===== config.mk =====
export PLATFORM = sky130hd
export DESIGN_NAME = cts_timebase
export DESIGN_NICKNAME = d
export VERILOG_FILES = /design/src/hw/cts_pkg.sv /design/src/hw/cts_timebase.sv
export SDC_FILE = /design/constraint.sdc
export NUM_CORES = 1
export LEC_CHECK = 0
export ABC_AREA = 1
export ABC_CLOCK_PERIOD_IN_PS = 19490
export BUFFER_PORTS_ARGS = -buffer_cell sky130_fd_sc_hd__buf_2
export CAP_MARGIN = 20
export CORE_ASPECT_RATIO = 2
export CORE_MARGIN = 1
export CORE_UTILIZATION = 35
export CTS_CLUSTER_SIZE = 20
export DETAILED_ROUTE_END_ITERATION = 8
export GPL_ROUTABILITY_DRIVEN = 0
export GPL_TIMING_DRIVEN = 0
export PLACE_DENSITY = 0.55
export RECOVER_POWER = 25
export SKIP_CTS_REPAIR_TIMING = 1
export SKIP_LAST_GASP = 1
export SLEW_MARGIN = 20
export SYNTH_ARGS = -nofsm -noshare
export SYNTH_HDL_FRONTEND = slang
export SYNTH_SLANG_ARGS = --single-unit

===== constraint.sdc =====
create_clock -name ref_clk -period 19.49 [get_ports ref_clk]
set_input_delay 2.9235 -clock ref_clk [delete_from_list [all_inputs] [get_ports ref_clk]]
set_output_delay 2.9235 -clock ref_clk [all_outputs]
set_load 0.05 [all_outputs]

===== src/hw/cts_pkg.sv =====
// constants and types of the cluster time base
package cts_pkg;
   localparam int CTS_CW = 6;
   localparam int CTS_MW = 14;
   localparam int CTS_UW = 20;
   localparam int CTS_DW = 16;
   localparam int CTS_PW = 8;

   localparam logic [7:0] CTS_REG_CTRL   = 8'h00;
   localparam logic [7:0] CTS_REG_CYCMAX = 8'h04;
   localparam logic [7:0] CTS_REG_MACROS = 8'h08;
   localparam logic [7:0] CTS_REG_MICROS = 8'h0c;
   localparam logic [7:0] CTS_REG_OFSSTA = 8'h10;
   localparam logic [7:0] CTS_REG_NITSTA = 8'h14;
   localparam logic [7:0] CTS_REG_OFSLIM = 8'h18;
   localparam logic [7:0] CTS_REG_RATLIM = 8'h1c;
   localparam logic [7:0] CTS_REG_TIME   = 8'h20;
   localparam logic [7:0] CTS_REG_MICRO  = 8'h24;
   localparam logic [7:0] CTS_REG_FIX    = 8'h28;
   localparam logic [7:0] CTS_REG_STATUS = 8'h2c;

   localparam int CTS_CTRL_RUN_BIT   = 0;
   localparam int CTS_CTRL_MODE_LSB  = 1;
   localparam int CTS_CTRL_PRESC_LSB = 8;
   localparam int CTS_TIME_CYC_LSB   = 16;
   localparam int CTS_FIX_RATE_LSB   = 16;

   localparam logic [7:0]  CTS_PRESC_RST  = 8'h00;
   localparam logic [7:0]  CTS_CYCMAX_RST = 8'h3f;
   localparam logic [15:0] CTS_MACROS_RST = 16'h0064;
   localparam logic [23:0] CTS_MICROS_RST = 24'h001770;
   localparam logic [15:0] CTS_OFSSTA_RST = 16'h005a;
   localparam logic [15:0] CTS_NITSTA_RST = 16'h0050;
   localparam logic [15:0] CTS_LIMIT_RST  = 16'h0040;

   typedef enum logic [1:0] {
      CTS_MODE_STANDBY = 2'b00,
      CTS_MODE_EXCLUDE = 2'b01,
      CTS_MODE_INCLUDE = 2'b10
   } cts_mode_e;

   typedef enum logic [1:0] {
      CTS_RES_WITHIN  = 2'b00,
      CTS_RES_EXCEEDS = 2'b01,
      CTS_RES_MISSING = 2'b10
   } cts_result_e;
endpackage


===== src/hw/cts_timebase.sv =====
// macrotick generation and clock correction of one cluster node
//
// Decided for this implementation: strobed register access and the placing of the registers.
`timescale 1ns/1ps
// What this block does
// [RQ1] cycle count rises by one at every cycle start
// [RQ2] cycle count wraps to zero after the configured maximum
// [RQ3] macro count runs zero to macros per cycle minus one
// [RQ4] cycle and macro counts change together on the same edge
// [RQ5] cycle and macro counts are readable in one register word
// [RQ6] each macrotick is whole microticks; lengths vary to spread fractions
// [RQ7] microticks come from the clock through a programmable prescaler
// [RQ8] macros per cycle is one fixed setting shared by all nodes
// [RQ9] every node corrects rate and offset by the same method
// [RQ10] rate correction is spread over the whole cycle
// [RQ11] offset correction only in odd idle time, from its start macrotick
// [RQ12] signed offset value stretches or shrinks the idle time
// [RQ13] offset computed every cycle, applied only in odd cycles
// [RQ14] offset result and ready shown only at idle time start
// [RQ15] signed rate value adds to nominal microticks per cycle
// [RQ16] rate computed once per double cycle from both cycles
// [RQ17] rate result shown at idle time, in force from next even cycle
// [RQ18] tick generator and sync compute process are separate parts
// [RQ19] software sets cycle max, macros per cycle and micros per cycle
// [RQ20] modes: standby halts the sync process, exclude or include own clock
// [RQ21] reset clears counters and corrections until timing starts
module cts_timebase
   import cts_pkg::*;
#(
   parameter int CW = CTS_CW,
   parameter int MW = CTS_MW,
   parameter int UW = CTS_UW,
   parameter int DW = CTS_DW,
   parameter int PW = CTS_PW
)
(
   input  wire logic                 ref_clk,
   input  wire logic                 sys_rst,
   input  wire logic [7:0]           reg_addr,
   input  wire logic [31:0]          reg_wdata,
   input  wire logic                 reg_wr,
   input  wire logic                 reg_rd,
   output logic [31:0]               reg_rdata,
   input  wire logic                 dev_valid,
   input  wire logic signed [DW-1:0] dev_value,
   output logic                      micro_tick,
   output logic                      macro_tick,
   output logic                      cycle_start,
   output logic [CW-1:0]             cycle_count,
   output logic [MW-1:0]             macro_count,
   output logic                      offset_ready,
   output logic                      rate_ready,
   output logic [1:0]                sync_result
);

   logic                 run_r;
   cts_mode_e            mode_r;
   logic [PW-1:0]        presc_r;
   logic [CW-1:0]        cycle_count_limit_r;
   logic [MW-1:0]        macros_in_cycle_r;
   logic [UW-1:0]        nominal_micros_in_cycle_r;
   logic [MW-1:0]        offset_fix_start_r;
   logic [MW-1:0]        nit_start_r;
   logic [DW-1:0]        offset_limit_r;
   logic [DW-1:0]        rate_limit_r;
   logic [PW-1:0]        presc_cnt_r;
   logic [UW-1:0]        micro_count;
   logic [UW:0]          acc_r;
   logic signed [DW-1:0] ofs_left_r;
   logic signed [DW-1:0] offset_fix_value;
   logic signed [DW-1:0] rate_fix_value;
   logic signed [DW-1:0] rate_pending_r;
   logic signed [DW-1:0] dev_min_r;
   logic signed [DW-1:0] dev_max_r;
   logic signed [DW-1:0] even_mid_r;
   logic                 have_r;
   logic                 even_have_r;
   logic                 meas_open_r;
   logic [31:0]          rd_nxt;
   logic [UW:0]          total;
   logic [UW:0]          step;
   logic [UW:0]          sum;
   logic                 tick_now;
   logic                 last;
   logic [MW-1:0]        macro_nxt;
   logic                 odd;
   logic                 csp_on;
   logic                 nit_now;
   logic signed [DW:0]   mid_sum;
   logic signed [DW-1:0] mid;
   logic signed [DW-1:0] off_calc;
   logic signed [DW-1:0] rate_calc;
   logic                 off_bad;
   logic                 rate_bad;

   function automatic logic beyond(input logic signed [DW-1:0] v,
                                   input logic [DW-1:0] lim);
      logic [DW-1:0] mag;
      mag = v[DW-1] ? DW'(-v) : DW'(v);
      return mag > lim;
   endfunction

   // register bus: writes
   always_ff @(posedge ref_clk or posedge sys_rst)
   begin
      if (sys_rst)
      begin
         run_r                     <= 1'b0;
         mode_r                    <= CTS_MODE_STANDBY;
         presc_r                   <= PW'(CTS_PRESC_RST);
         cycle_count_limit_r       <= CW'(CTS_CYCMAX_RST);
         macros_in_cycle_r         <= MW'(CTS_MACROS_RST);
         nominal_micros_in_cycle_r <= UW'(CTS_MICROS_RST);
         offset_fix_start_r        <= MW'(CTS_OFSSTA_RST);
         nit_start_r               <= MW'(CTS_NITSTA_RST);
         offset_limit_r            <= DW'(CTS_LIMIT_RST);
         rate_limit_r              <= DW'(CTS_LIMIT_RST);
      end
      else if (reg_wr)
      begin
         case (reg_addr)
            CTS_REG_CTRL:
            begin
               run_r   <= reg_wdata[CTS_CTRL_RUN_BIT];
               // code 11 is not a mode; it parks the sync process
               mode_r  <= (reg_wdata[CTS_CTRL_MODE_LSB +: 2] == 2'b11) ? CTS_MODE_STANDBY
                          : cts_mode_e'(reg_wdata[CTS_CTRL_MODE_LSB +: 2]); // see [RQ20]
               presc_r <= reg_wdata[CTS_CTRL_PRESC_LSB +: PW];
            end
            CTS_REG_CYCMAX: cycle_count_limit_r       <= reg_wdata[CW-1:0]; // see [RQ19]
            CTS_REG_MACROS: macros_in_cycle_r         <= reg_wdata[MW-1:0]; // see [RQ8]
            CTS_REG_MICROS: nominal_micros_in_cycle_r <= reg_wdata[UW-1:0];
            CTS_REG_OFSSTA: offset_fix_start_r        <= reg_wdata[MW-1:0];
            CTS_REG_NITSTA: nit_start_r               <= reg_wdata[MW-1:0];
            CTS_REG_OFSLIM: offset_limit_r            <= reg_wdata[DW-1:0];
            CTS_REG_RATLIM: rate_limit_r              <= reg_wdata[DW-1:0];
            default: ;
         endcase
      end
   end

   // register bus: read mux, unmapped reads give zero
   always_comb
   begin
      rd_nxt = 32'h0000_0000;
      case (reg_addr)
         CTS_REG_CTRL:
         begin
            rd_nxt[CTS_CTRL_RUN_BIT]           = run_r;
            rd_nxt[CTS_CTRL_MODE_LSB +: 2]     = mode_r;
            rd_nxt[CTS_CTRL_PRESC_LSB +: PW]   = presc_r;
         end
         CTS_REG_CYCMAX: rd_nxt[CW-1:0] = cycle_count_limit_r;
         CTS_REG_MACROS: rd_nxt[MW-1:0] = macros_in_cycle_r;
         CTS_REG_MICROS: rd_nxt[UW-1:0] = nominal_micros_in_cycle_r;
         CTS_REG_OFSSTA: rd_nxt[MW-1:0] = offset_fix_start_r;
         CTS_REG_NITSTA: rd_nxt[MW-1:0] = nit_start_r;
         CTS_REG_OFSLIM: rd_nxt[DW-1:0] = offset_limit_r;
         CTS_REG_RATLIM: rd_nxt[DW-1:0] = rate_limit_r;
         CTS_REG_TIME:
         begin
            // one word, so software never sees a torn cycle/macro pair
            rd_nxt[MW-1:0]                  = macro_count; // see [RQ5]
            rd_nxt[CTS_TIME_CYC_LSB +: CW]  = cycle_count; // see [RQ5]
         end
         CTS_REG_MICRO: rd_nxt[UW-1:0] = micro_count;
         CTS_REG_FIX:
         begin
            rd_nxt[DW-1:0]                  = offset_fix_value;
            rd_nxt[CTS_FIX_RATE_LSB +: DW]  = rate_fix_value;
         end
         CTS_REG_STATUS: rd_nxt[1:0] = sync_result;
         default: ;
      endcase
   end

   always_ff @(posedge ref_clk or posedge sys_rst)
   begin
      if (sys_rst)
         reg_rdata <= 32'h0000_0000;
      else if (reg_rd)
         reg_rdata <= rd_nxt;
      else
         reg_rdata <= 32'h0000_0000;
   end

   // microtick prescaler, 0 means one microtick per clock
   always_ff @(posedge ref_clk or posedge sys_rst)
   begin
      if (sys_rst)
      begin
         presc_cnt_r <= '0;
         micro_tick  <= 1'b0;
      end
      else if (!run_r)
      begin
         presc_cnt_r <= '0;
         micro_tick  <= 1'b0;
      end
      else if (presc_cnt_r >= presc_r)
      begin
         presc_cnt_r <= '0;
         micro_tick  <= 1'b1; // see [RQ7]
      end
      else
      begin
         presc_cnt_r <= presc_cnt_r + 1'b1;
         micro_tick  <= 1'b0;
      end
   end

   // tick generator: bresenham spread of corrected micros over macros
   always_comb
   begin
      total = {1'b0, nominal_micros_in_cycle_r}
            + {{(UW+1-DW){rate_fix_value[DW-1]}}, rate_fix_value}; // see [RQ15] [RQ10]
      // stall stretches idle time, double step shrinks it
      if (ofs_left_r > 0)
         step = '0; // see [RQ12]
      else if (ofs_left_r < 0)
         step = (UW+1)'({macros_in_cycle_r, 1'b0}); // see [RQ12]
      else
         step = (UW+1)'(macros_in_cycle_r);
      sum       = acc_r + step;
      tick_now  = micro_tick && (sum >= total); // see [RQ6]
      last      = (macro_count == macros_in_cycle_r - 1'b1);
      macro_nxt = last ? '0 : macro_count + 1'b1; // see [RQ3]
      odd       = cycle_count[0];
   end

   always_ff @(posedge ref_clk or posedge sys_rst)
   begin
      if (sys_rst)
      begin
         acc_r       <= '0;
         micro_count <= '0;
         macro_count <= '0;
         cycle_count <= '0;
         macro_tick  <= 1'b0;
         cycle_start <= 1'b0;
      end
      else if (!run_r)
      begin
         acc_r       <= '0; // see [RQ21]
         micro_count <= '0;
         macro_count <= '0;
         cycle_count <= '0;
         macro_tick  <= 1'b0;
         cycle_start <= 1'b0;
      end
      else
      begin
         macro_tick  <= tick_now;
         cycle_start <= tick_now && last;
         if (micro_tick)
         begin
            micro_count <= micro_count + 1'b1;
            acc_r       <= tick_now ? sum - total : sum;
         end
         if (tick_now)
         begin
            macro_count <= macro_nxt; // see [RQ4] [RQ18]
            if (last)
               cycle_count <= (cycle_count == cycle_count_limit_r) ? '0 // see [RQ2]
                              : cycle_count + 1'b1; // see [RQ1] [RQ4]
         end
      end
   end

   // offset phase: loaded at its start macrotick of odd cycles only
   always_ff @(posedge ref_clk or posedge sys_rst)
   begin
      if (sys_rst)
         ofs_left_r <= '0;
      else if (!run_r || (tick_now && last))
         ofs_left_r <= '0; // see [RQ11]
      else if (tick_now && odd && macro_nxt == offset_fix_start_r)
         ofs_left_r <= offset_fix_value; // see [RQ11] [RQ13]
      else if (micro_tick && ofs_left_r > 0)
         ofs_left_r <= ofs_left_r - 1'b1;
      else if (micro_tick && ofs_left_r < 0)
         ofs_left_r <= ofs_left_r + 1'b1;
   end

   // sync compute process: midpoint of the cycle's deviations
   always_comb
   begin
      csp_on    = run_r && (mode_r != CTS_MODE_STANDBY); // see [RQ20]
      nit_now   = csp_on && tick_now && !last && (macro_nxt == nit_start_r);
      mid_sum   = {dev_min_r[DW-1], dev_min_r} + {dev_max_r[DW-1], dev_max_r};
      mid       = mid_sum[DW:1];
      off_calc  = DW'(-mid); // see [RQ9]
      rate_calc = DW'(rate_fix_value - (mid - even_mid_r)); // see [RQ16]
      off_bad   = beyond(off_calc, offset_limit_r);
      rate_bad  = beyond(rate_calc, rate_limit_r);
   end

   always_ff @(posedge ref_clk or posedge sys_rst)
   begin
      if (sys_rst)
      begin
         dev_min_r   <= '0;
         dev_max_r   <= '0;
         have_r      <= 1'b0;
         meas_open_r <= 1'b0;
      end
      else if (!csp_on)
      begin
         have_r      <= 1'b0;
         meas_open_r <= 1'b0;
      end
      else if (tick_now && last)
      begin
         // include mode seeds the set with our own zero deviation
         dev_min_r   <= '0;
         dev_max_r   <= '0;
         have_r      <= (mode_r == CTS_MODE_INCLUDE); // see [RQ20]
         meas_open_r <= 1'b1;
      end
      else if (nit_now)
         meas_open_r <= 1'b0;
      else if (meas_open_r && dev_valid)
      begin
         have_r <= 1'b1;
         if (!have_r || dev_value < dev_min_r)
            dev_min_r <= dev_value;
         if (!have_r || dev_value > dev_max_r)
            dev_max_r <= dev_value;
      end
   end

   // results are published on entry to the idle time; rate_fix_value takes the rate result at the end of odd cycles
   always_ff @(posedge ref_clk or posedge sys_rst)
   begin
      if (sys_rst)
      begin
         offset_fix_value <= '0;
         rate_fix_value   <= '0;
         rate_pending_r   <= '0;
         even_mid_r       <= '0;
         even_have_r      <= 1'b0;
         offset_ready     <= 1'b0;
         rate_ready       <= 1'b0;
         sync_result      <= CTS_RES_WITHIN;
      end
      else if (!run_r)
      begin
         offset_fix_value <= '0; // see [RQ21]
         rate_fix_value   <= '0;
         rate_pending_r   <= '0;
         even_have_r      <= 1'b0;
         offset_ready     <= 1'b0;
         rate_ready       <= 1'b0;
      end
      else
      begin
         offset_ready <= nit_now; // see [RQ14]
         rate_ready   <= nit_now && odd; // see [RQ17]
         if (tick_now && last && odd)
            rate_fix_value <= rate_pending_r; // see [RQ17]
         if (nit_now)
         begin
            // out-of-bound terms are reported and not applied
            offset_fix_value <= (have_r && !off_bad) ? off_calc : '0; // see [RQ13]
            if (!odd)
            begin
               even_mid_r  <= mid;
               even_have_r <= have_r;
            end
            else if (have_r && even_have_r && !rate_bad)
               rate_pending_r <= rate_calc; // see [RQ16]
            if (!have_r || (odd && !even_have_r))
               sync_result <= CTS_RES_MISSING;
            else if (off_bad || (odd && rate_bad))
               sync_result <= CTS_RES_EXCEEDS;
            else
               sync_result <= CTS_RES_WITHIN;
         end
      end
   end
endmodule


# Word-level counts from Yosys, hierarchy flattened
# Cells that the tools add are included.
# W data, S select, Z words.
[totals]
inputBits = 61
register_bits = 334
out_inout_bits = 59
word_cells = 205
[op_classes]
n_bitwise = 1
reduce_logical = 51
order_cmp = 8
mux = 68
addsub = 16
n_eq_ne = 29
[ops]
columns = ["op", "count"]
rows = [
  ["$mux W16", 23],
  ["$mux W21", 3],
  ["$pmux W6 S10", 1],
  ["$gt A16 B16 Y1", 3],
  ["$neg A16 Y16", 3],
  ["$eq A14 B14 Y1", 3],
  ["$mux W14", 3],
  ["$mux W20", 2],
  ["$eq A8 B5 Y1 const B", 4],
  ["$eq A8 B6 Y1 const B", 4],
  ["$mux W32", 1],
  ["$sub A16 B16 Y16", 2],
  ["$mux W15", 2],
  ["$pmux W3 S10", 1],
  ["$mux W6", 4],
  ["$pmux W2 S12", 1],
  ["$reduce_and A2 Y1", 12],
  ["$add A20 B21 Y21", 1],
  ["$add A21 B21 Y21", 1],
  ["$ge A21 B21 Y1", 1],
  ["$sub A21 B21 Y21", 1],
  ["$add A20 B1 Y20 const B", 1],
  ["$logic_and A1 B1 Y1", 18],
  ["$pmux W2 S9", 1],
  ["35 further kinds", 77],
]

# Logic depth before layout (Yosys ltp)
[depth]
word_depth = 12
depth_mapped = 42
mapped_depth_nobuf = 40

# Worst setup path after synthesis
# No wires, ideal clock.
[synth_timing]
path_type = "register to register"
from = "register dev_min_r[0]"
to = "register rate_pending_r[8]"
path_slack_ns = 13.511
path_stages_with_launch = 43
t_required_ns = 19.372
n_path_buf = 2
arrival_ns = 5.861
path_cell_list = "dfrtp_1 > nand2_1 > inv_1 > fa_1 > nand2_1 > nand2_1 > o21ai_0 > o21ai_1 > nand2_1 > nand2_1 > xor2_1 > inv_1 > fa_1 > inv_1 > ha_1 > nand2_1 > nor2_1 > nand3_1 > (+7 left out) > nand2_1 > nand2_1 > clkbuf_1 > nor2_1 > xor2_1 > inv_1 > ha_1 > nand2_1 > inv_1 > a221oi_1 > o221ai_1 > nand2_1 > a22oi_1 > nor2_1 > nand4_1 > clkbuf_1 > nand3_1 > nand2_1"
[synth_between]
elab_chain_len = 10
word_cells_on_any_way = 14
cone_classes = "4 x add/sub; 1 x order compare; 1 x eq/ne; 5 x mux; 3 x reduce/logical"
[synth_lines]
columns = ["element", "line", "rtl"]
rows = [
  ["start, declared", "cts_timebase.sv:73", "logic signed [DW-1:0] dev_min_r;"],
  ["start signal, assigned", "cts_timebase.sv:326", "dev_min_r <= dev_value;"],
  ["$add A16 B16 Y17 *", "cts_timebase.sv:290", "mid_sum = {dev_min_r[DW-1], dev_min_r} + {dev_max_r[DW-1], dev_max_r};"],
  ["named net mid_sum[10]", "cts_timebase.sv:89", "logic signed [DW:0] mid_sum;"],
  ["$sub A16 B16 Y16 * (2 in series)", "cts_timebase.sv:293", "rate_calc = DW'(rate_fix_value - (mid - even_mid_r));"],
  ["$neg A16 Y16", "cts_timebase.sv:99", "mag = v[DW-1] ? DW'(-v) : DW'(v);"],
  ["$mux W16 *", "cts_timebase.sv:99", ""],
  ["$gt A16 B16 Y1 *", "cts_timebase.sv:100", "return mag > lim;"],
  ["$logic_not A1 Y1 *", "cts_timebase.sv:370", "else if (have_r && even_have_r && !rate_bad)"],
  ["$logic_and A1 B1 Y1 *", "cts_timebase.sv:370", ""],
  ["$ne A2 B1 Y1 (no source line) *", "--", ""],
  ["$reduce_and A3 Y1 (no source line) *", "--", ""],
  ["end signal, assigned", "cts_timebase.sv:371", "rate_pending_r <= rate_calc;"],
  ["end, declared", "cts_timebase.sv:72", "logic signed [DW-1:0] rate_pending_r;"],
]
# Mark *: on every way through the listed nets, which the timed path passes. The rest lies on a longest branch. The select of a mux whose other input is x is not followed.
# A chain may end at the register's enable or synchronous reset.

# Worst setup path in the final report
[layout_timing]
from = "register ofs_left_r[4]"
to = "register cycle_count[2]"
[layout_between]
elab_chain_len = 8
word_cells_on_any_way = 9
cone_classes = "1 x add/sub; 3 x order compare; 1 x eq/ne; 2 x mux; 2 x reduce/logical"
[layout_lines]
columns = ["element", "line", "rtl"]
rows = [
  ["start, declared", "cts_timebase.sv:69", "logic signed [DW-1:0] ofs_left_r;"],
  ["start signal, assigned", "cts_timebase.sv:278", "ofs_left_r <= offset_fix_value;"],
  ["start signal, assigned", "cts_timebase.sv:280", "ofs_left_r <= ofs_left_r - 1'b1;"],
  ["start signal, assigned", "cts_timebase.sv:282", "ofs_left_r <= ofs_left_r + 1'b1;"],
  ["$lt A16 B1 Y1", "cts_timebase.sv:220", "else if (ofs_left_r < 0)"],
  ["$mux W15", "cts_timebase.sv:220", ""],
  ["$mux W15 *", "cts_timebase.sv:218", "if (ofs_left_r > 0)"],
  ["$add A21 B21 Y21 *", "cts_timebase.sv:224", "sum = acc_r + step;"],
  ["$ge A21 B21 Y1 *", "cts_timebase.sv:225", "tick_now = micro_tick && (sum >= total);"],
  ["$logic_and A1 B1 Y1 *", "cts_timebase.sv:225", ""],
  ["$ne A2 B1 Y1 (no source line) *", "--", ""],
  ["$reduce_and A2 Y1 (no source line) *", "--", ""],
  ["end signal, assigned", "cts_timebase.sv:264", "cycle_count <= (cycle_count == cycle_count_limit_r) ? '0"],
  ["end, declared", "cts_timebase.sv:49", "output logic [CW-1:0] cycle_count,"],
]
# Every way passes the cells marked *; elsewhere a longest branch is shown, timed or not.

==> out/results.txt <==
Status -> complete, but fails checks
Violated checks -> max-capacitance violations, max-slew violations
Netlist Area Pre-Place -> 0.02424 mm^2
TritonCTS Sinks -> 334
Hold slack -> 0.4773 ns
FP Rows -> 136
GRT Resource Usage Total -> 30.60%
Yosys warns -> 0
Via density -> 5.439
Final period util -> 48.41%
FF-to-FF End -> cycle_count[2]
Fin. Hold Viols -> 0
Clk_skew -> 0.02193 ns
Seq cells post-synth -> 334
Reg2reg path depth -> 30
Async SR Flop Fraction -> 100.0%
Hold-critical path depth -> 2
Vias after detailed routing -> 24.07k
Routed length per instance -> 24.10 um
Clk_lat worst skew -> 0.59 ns
Net Count, Synth -> 3610
Root Buffer -> clkbuf_16
H-tree depth -> 2
Die width -> 188.1 um
Vias in the first global route -> 24.37k
WP data required -> 19.98 ns
WL final -> 106.7 mm
Syn avg cell area -> 7.237 um^2
1st-iter DRT viols -> 1969
Unrepaired setup endpoints after global routing -> false
Crit end category -> flop
Post-DP HPWL -> 83.48 mm
Period minus WS final -> 9.435 ns
Most frequent cells in the layout -> 892 x nand2_1, 495 x inv_1, 310 x dfrtp_1, 274 x o21ai_0, 209 x nand3_1
Cts bufs inserted -> 36
Slowest stage delay, CP -> 0.80 ns
Register area share after synthesis -> 34.60%
Pwr Density -> 62.34 mW/mm^2
Commonest non-fill, non-tap cell in the layout -> nand2_1
Initial antenna violation count -> 8
Final nets -> 3758
Area Overhead vs Synth -> 12.07%
Input/output buffers -> 106
Worst path slowest cell -> nor2_2
Congestion Overflow GR -> 0
Initial Util -> 35.35%
Startpoint Class -> flop
Die area -> 0.07039 mm^2
Share of layout cells above drive strength 1 -> 7.234%
Leading area contributor after synthesis -> dfrtp_1
Area contributors post-synth -> dfrtp_1 32%, nand2_1 14%, ha_1 9.2%, inv_1 7.7%, o21ai_0 5.7%
Critical path arrival -> 9.92 ns
Slew margin rel. -> -216.9%
Post-DRT Antenna Nets -> 0
RR Startpoint -> ofs_left_r[4]
CTS clk-pin slew, worst paths -> 0.06 ns
Synth Instances -> 3350
Hold path start -> offset_fix_value[6]
Setup TNS -> 0 ns
Max-slew violation count -> 242
Max Fclk -> 106.0 MHz
R2R setup slack -> 10.05 ns
DRC Markers -> 0
Final setup fails -> 0
First-pass GRT wire length -> 155.5 mm
DIE HEIGHT -> 374.2 um
Core region area -> 0.06858 mm^2
Worst hold-check path type -> reg -> reg
# Max-Cap Violations -> 3
Sink of the worst hold path -> offset_fix_value[6]
CP Max Fanout -> 10
CP delay by family, top -> simple AND/OR/NAND/NOR gates
Leakage -> 14.21 nW
VDD IR max -> 0.05353 mV
Area share of the largest cell type after synthesis -> 32.00%
Crit Path Class -> reg -> reg
Clock buffer depth -> 3
Io pins -> 120
Worst-margin pin slew -> 4.754 ns
Primary FF master, synth -> dfrtp_1
Buffer and inverter count on the worst path -> 4
Post-synth EDFFs -> 0
CTS tree -> built
Largest net degree at the start of global routing -> 98
First-pass detailed-route iteration total -> 6
Distinct cells, synth -> 59
## how the worst max path moves through the flow
stage	start	to	slack (ns)	cells past startpoint
global placement	sys_rst	ofs_left_r[8]	2.68	2
CTS	ofs_left_r[4]	cycle_count[2]	10.54	30
global route	sys_rst	offset_fix_value[4]	8.78	3
finish	ofs_left_r[4]	cycle_count[2]	10.05	30
floorplan	sys_rst	acc_r[0]	7.35	1
detailed placement	ofs_left_r[4]	cycle_count[2]	10.56	30
## layer usage
metal,share of wire [%],wire [um],global-route usage [%]
met4,10,11070,26.89
met5,0.057,61,0
met3,6.7,7158,6.679
met2,50,53610,54.70
met1,33,34770,29.22
## cells by family after synthesis
logic type               after synthesis  synth area share (%)
adder cells (fa/ha/maj)              199                 10.89
flip-flops                           334                 34.60
buffers and inverters                590                 9.501
multiplexers                           4                0.1858
XOR/XNOR                             137                 4.949
AND/OR/NAND/NOR                     1456                 25.42
AO/OA/AOI/OAI                        630                 14.45
## sequential cells by signal, indices dropped and copies added (netlist names), 16 cells and up
signal,flops
reg_rdata,32
acc_r,21
micro_count,20
nominal_micros_in_cycle_r,20
dev_max_r,16
dev_min_r,16
even_mid_r,16
offset_fix_value,16
offset_limit_r,16
ofs_left_r,16
rate_fix_value,16
rate_limit_r,16
rate_pending_r,16
## power breakdown
part	internal (mW)	total, mW	switching (mW)
registers	0.707	0.724	0.0169
logic	0.0695	0.238	0.168
clock network	0.412	0.732	0.320
## worst register-to-register path, delay by kind of cell, from the launching register on
| family | cells | cell delay [ns] |
|---|---|---|
| flops | 1 | 0.39 |
| simple gates | 16 | 5.08 |
| compound gates | 8 | 2.24 |
| fa+ha+maj | 2 | 0.68 |
| buf+inv | 4 | 0.95 |
## cell usage after synthesis, drive strengths merged, types with 11 or more instances
cell type and number:
nand2 895, inv 502, dfrtp 310, o21ai 287, nand3 213, nor2 200
a21oi 188, ha 179, xor2 91, nand4 71, o22ai 70, clkbuf 63
xnor2 46, nor3 39, buf 24, dfstp 24, fa 20, nor4 14
a31oi 13, o2111ai 12, a21boi 11
## metrics by stage
stage | setup slack [ns] | instances | total power [mW] | cell area, um^2 | utilization (%)
6_report | 10.05 | 4426 | 1.694 | 27170 | 39.62
3_3_place_gp | 2.680 | 4353 | 0.9606 | 25900 | 37.76
2_1_floorplan | 7.353 | 3350 | 0.8799 | 24240 | -
5_1_grt | 8.782 | 4422 | 1.754 | 27160 | 39.60
4_1_cts | 10.54 | 4421 | 1.692 | 27200 | 39.66
3_5_place_dp | 10.56 | 4356 | 0.9648 | 25990 | 37.90
## cell type report
cell class | instances | area, um^2
multi-input combinational | 2426 | 13560
sequential | 334 | 8388
tap | 897 | 1122
timing repair buffer | 110 | 573.1
buffer | 87 | 415.4
fill | 7290 | 41410
inverter | 503 | 1889
clock buffer | 53 | 1076
clock inverter | 12 | 132.6
antenna | 4 | 10.01
No activity file was read; power rests on OpenSTA's default activity.
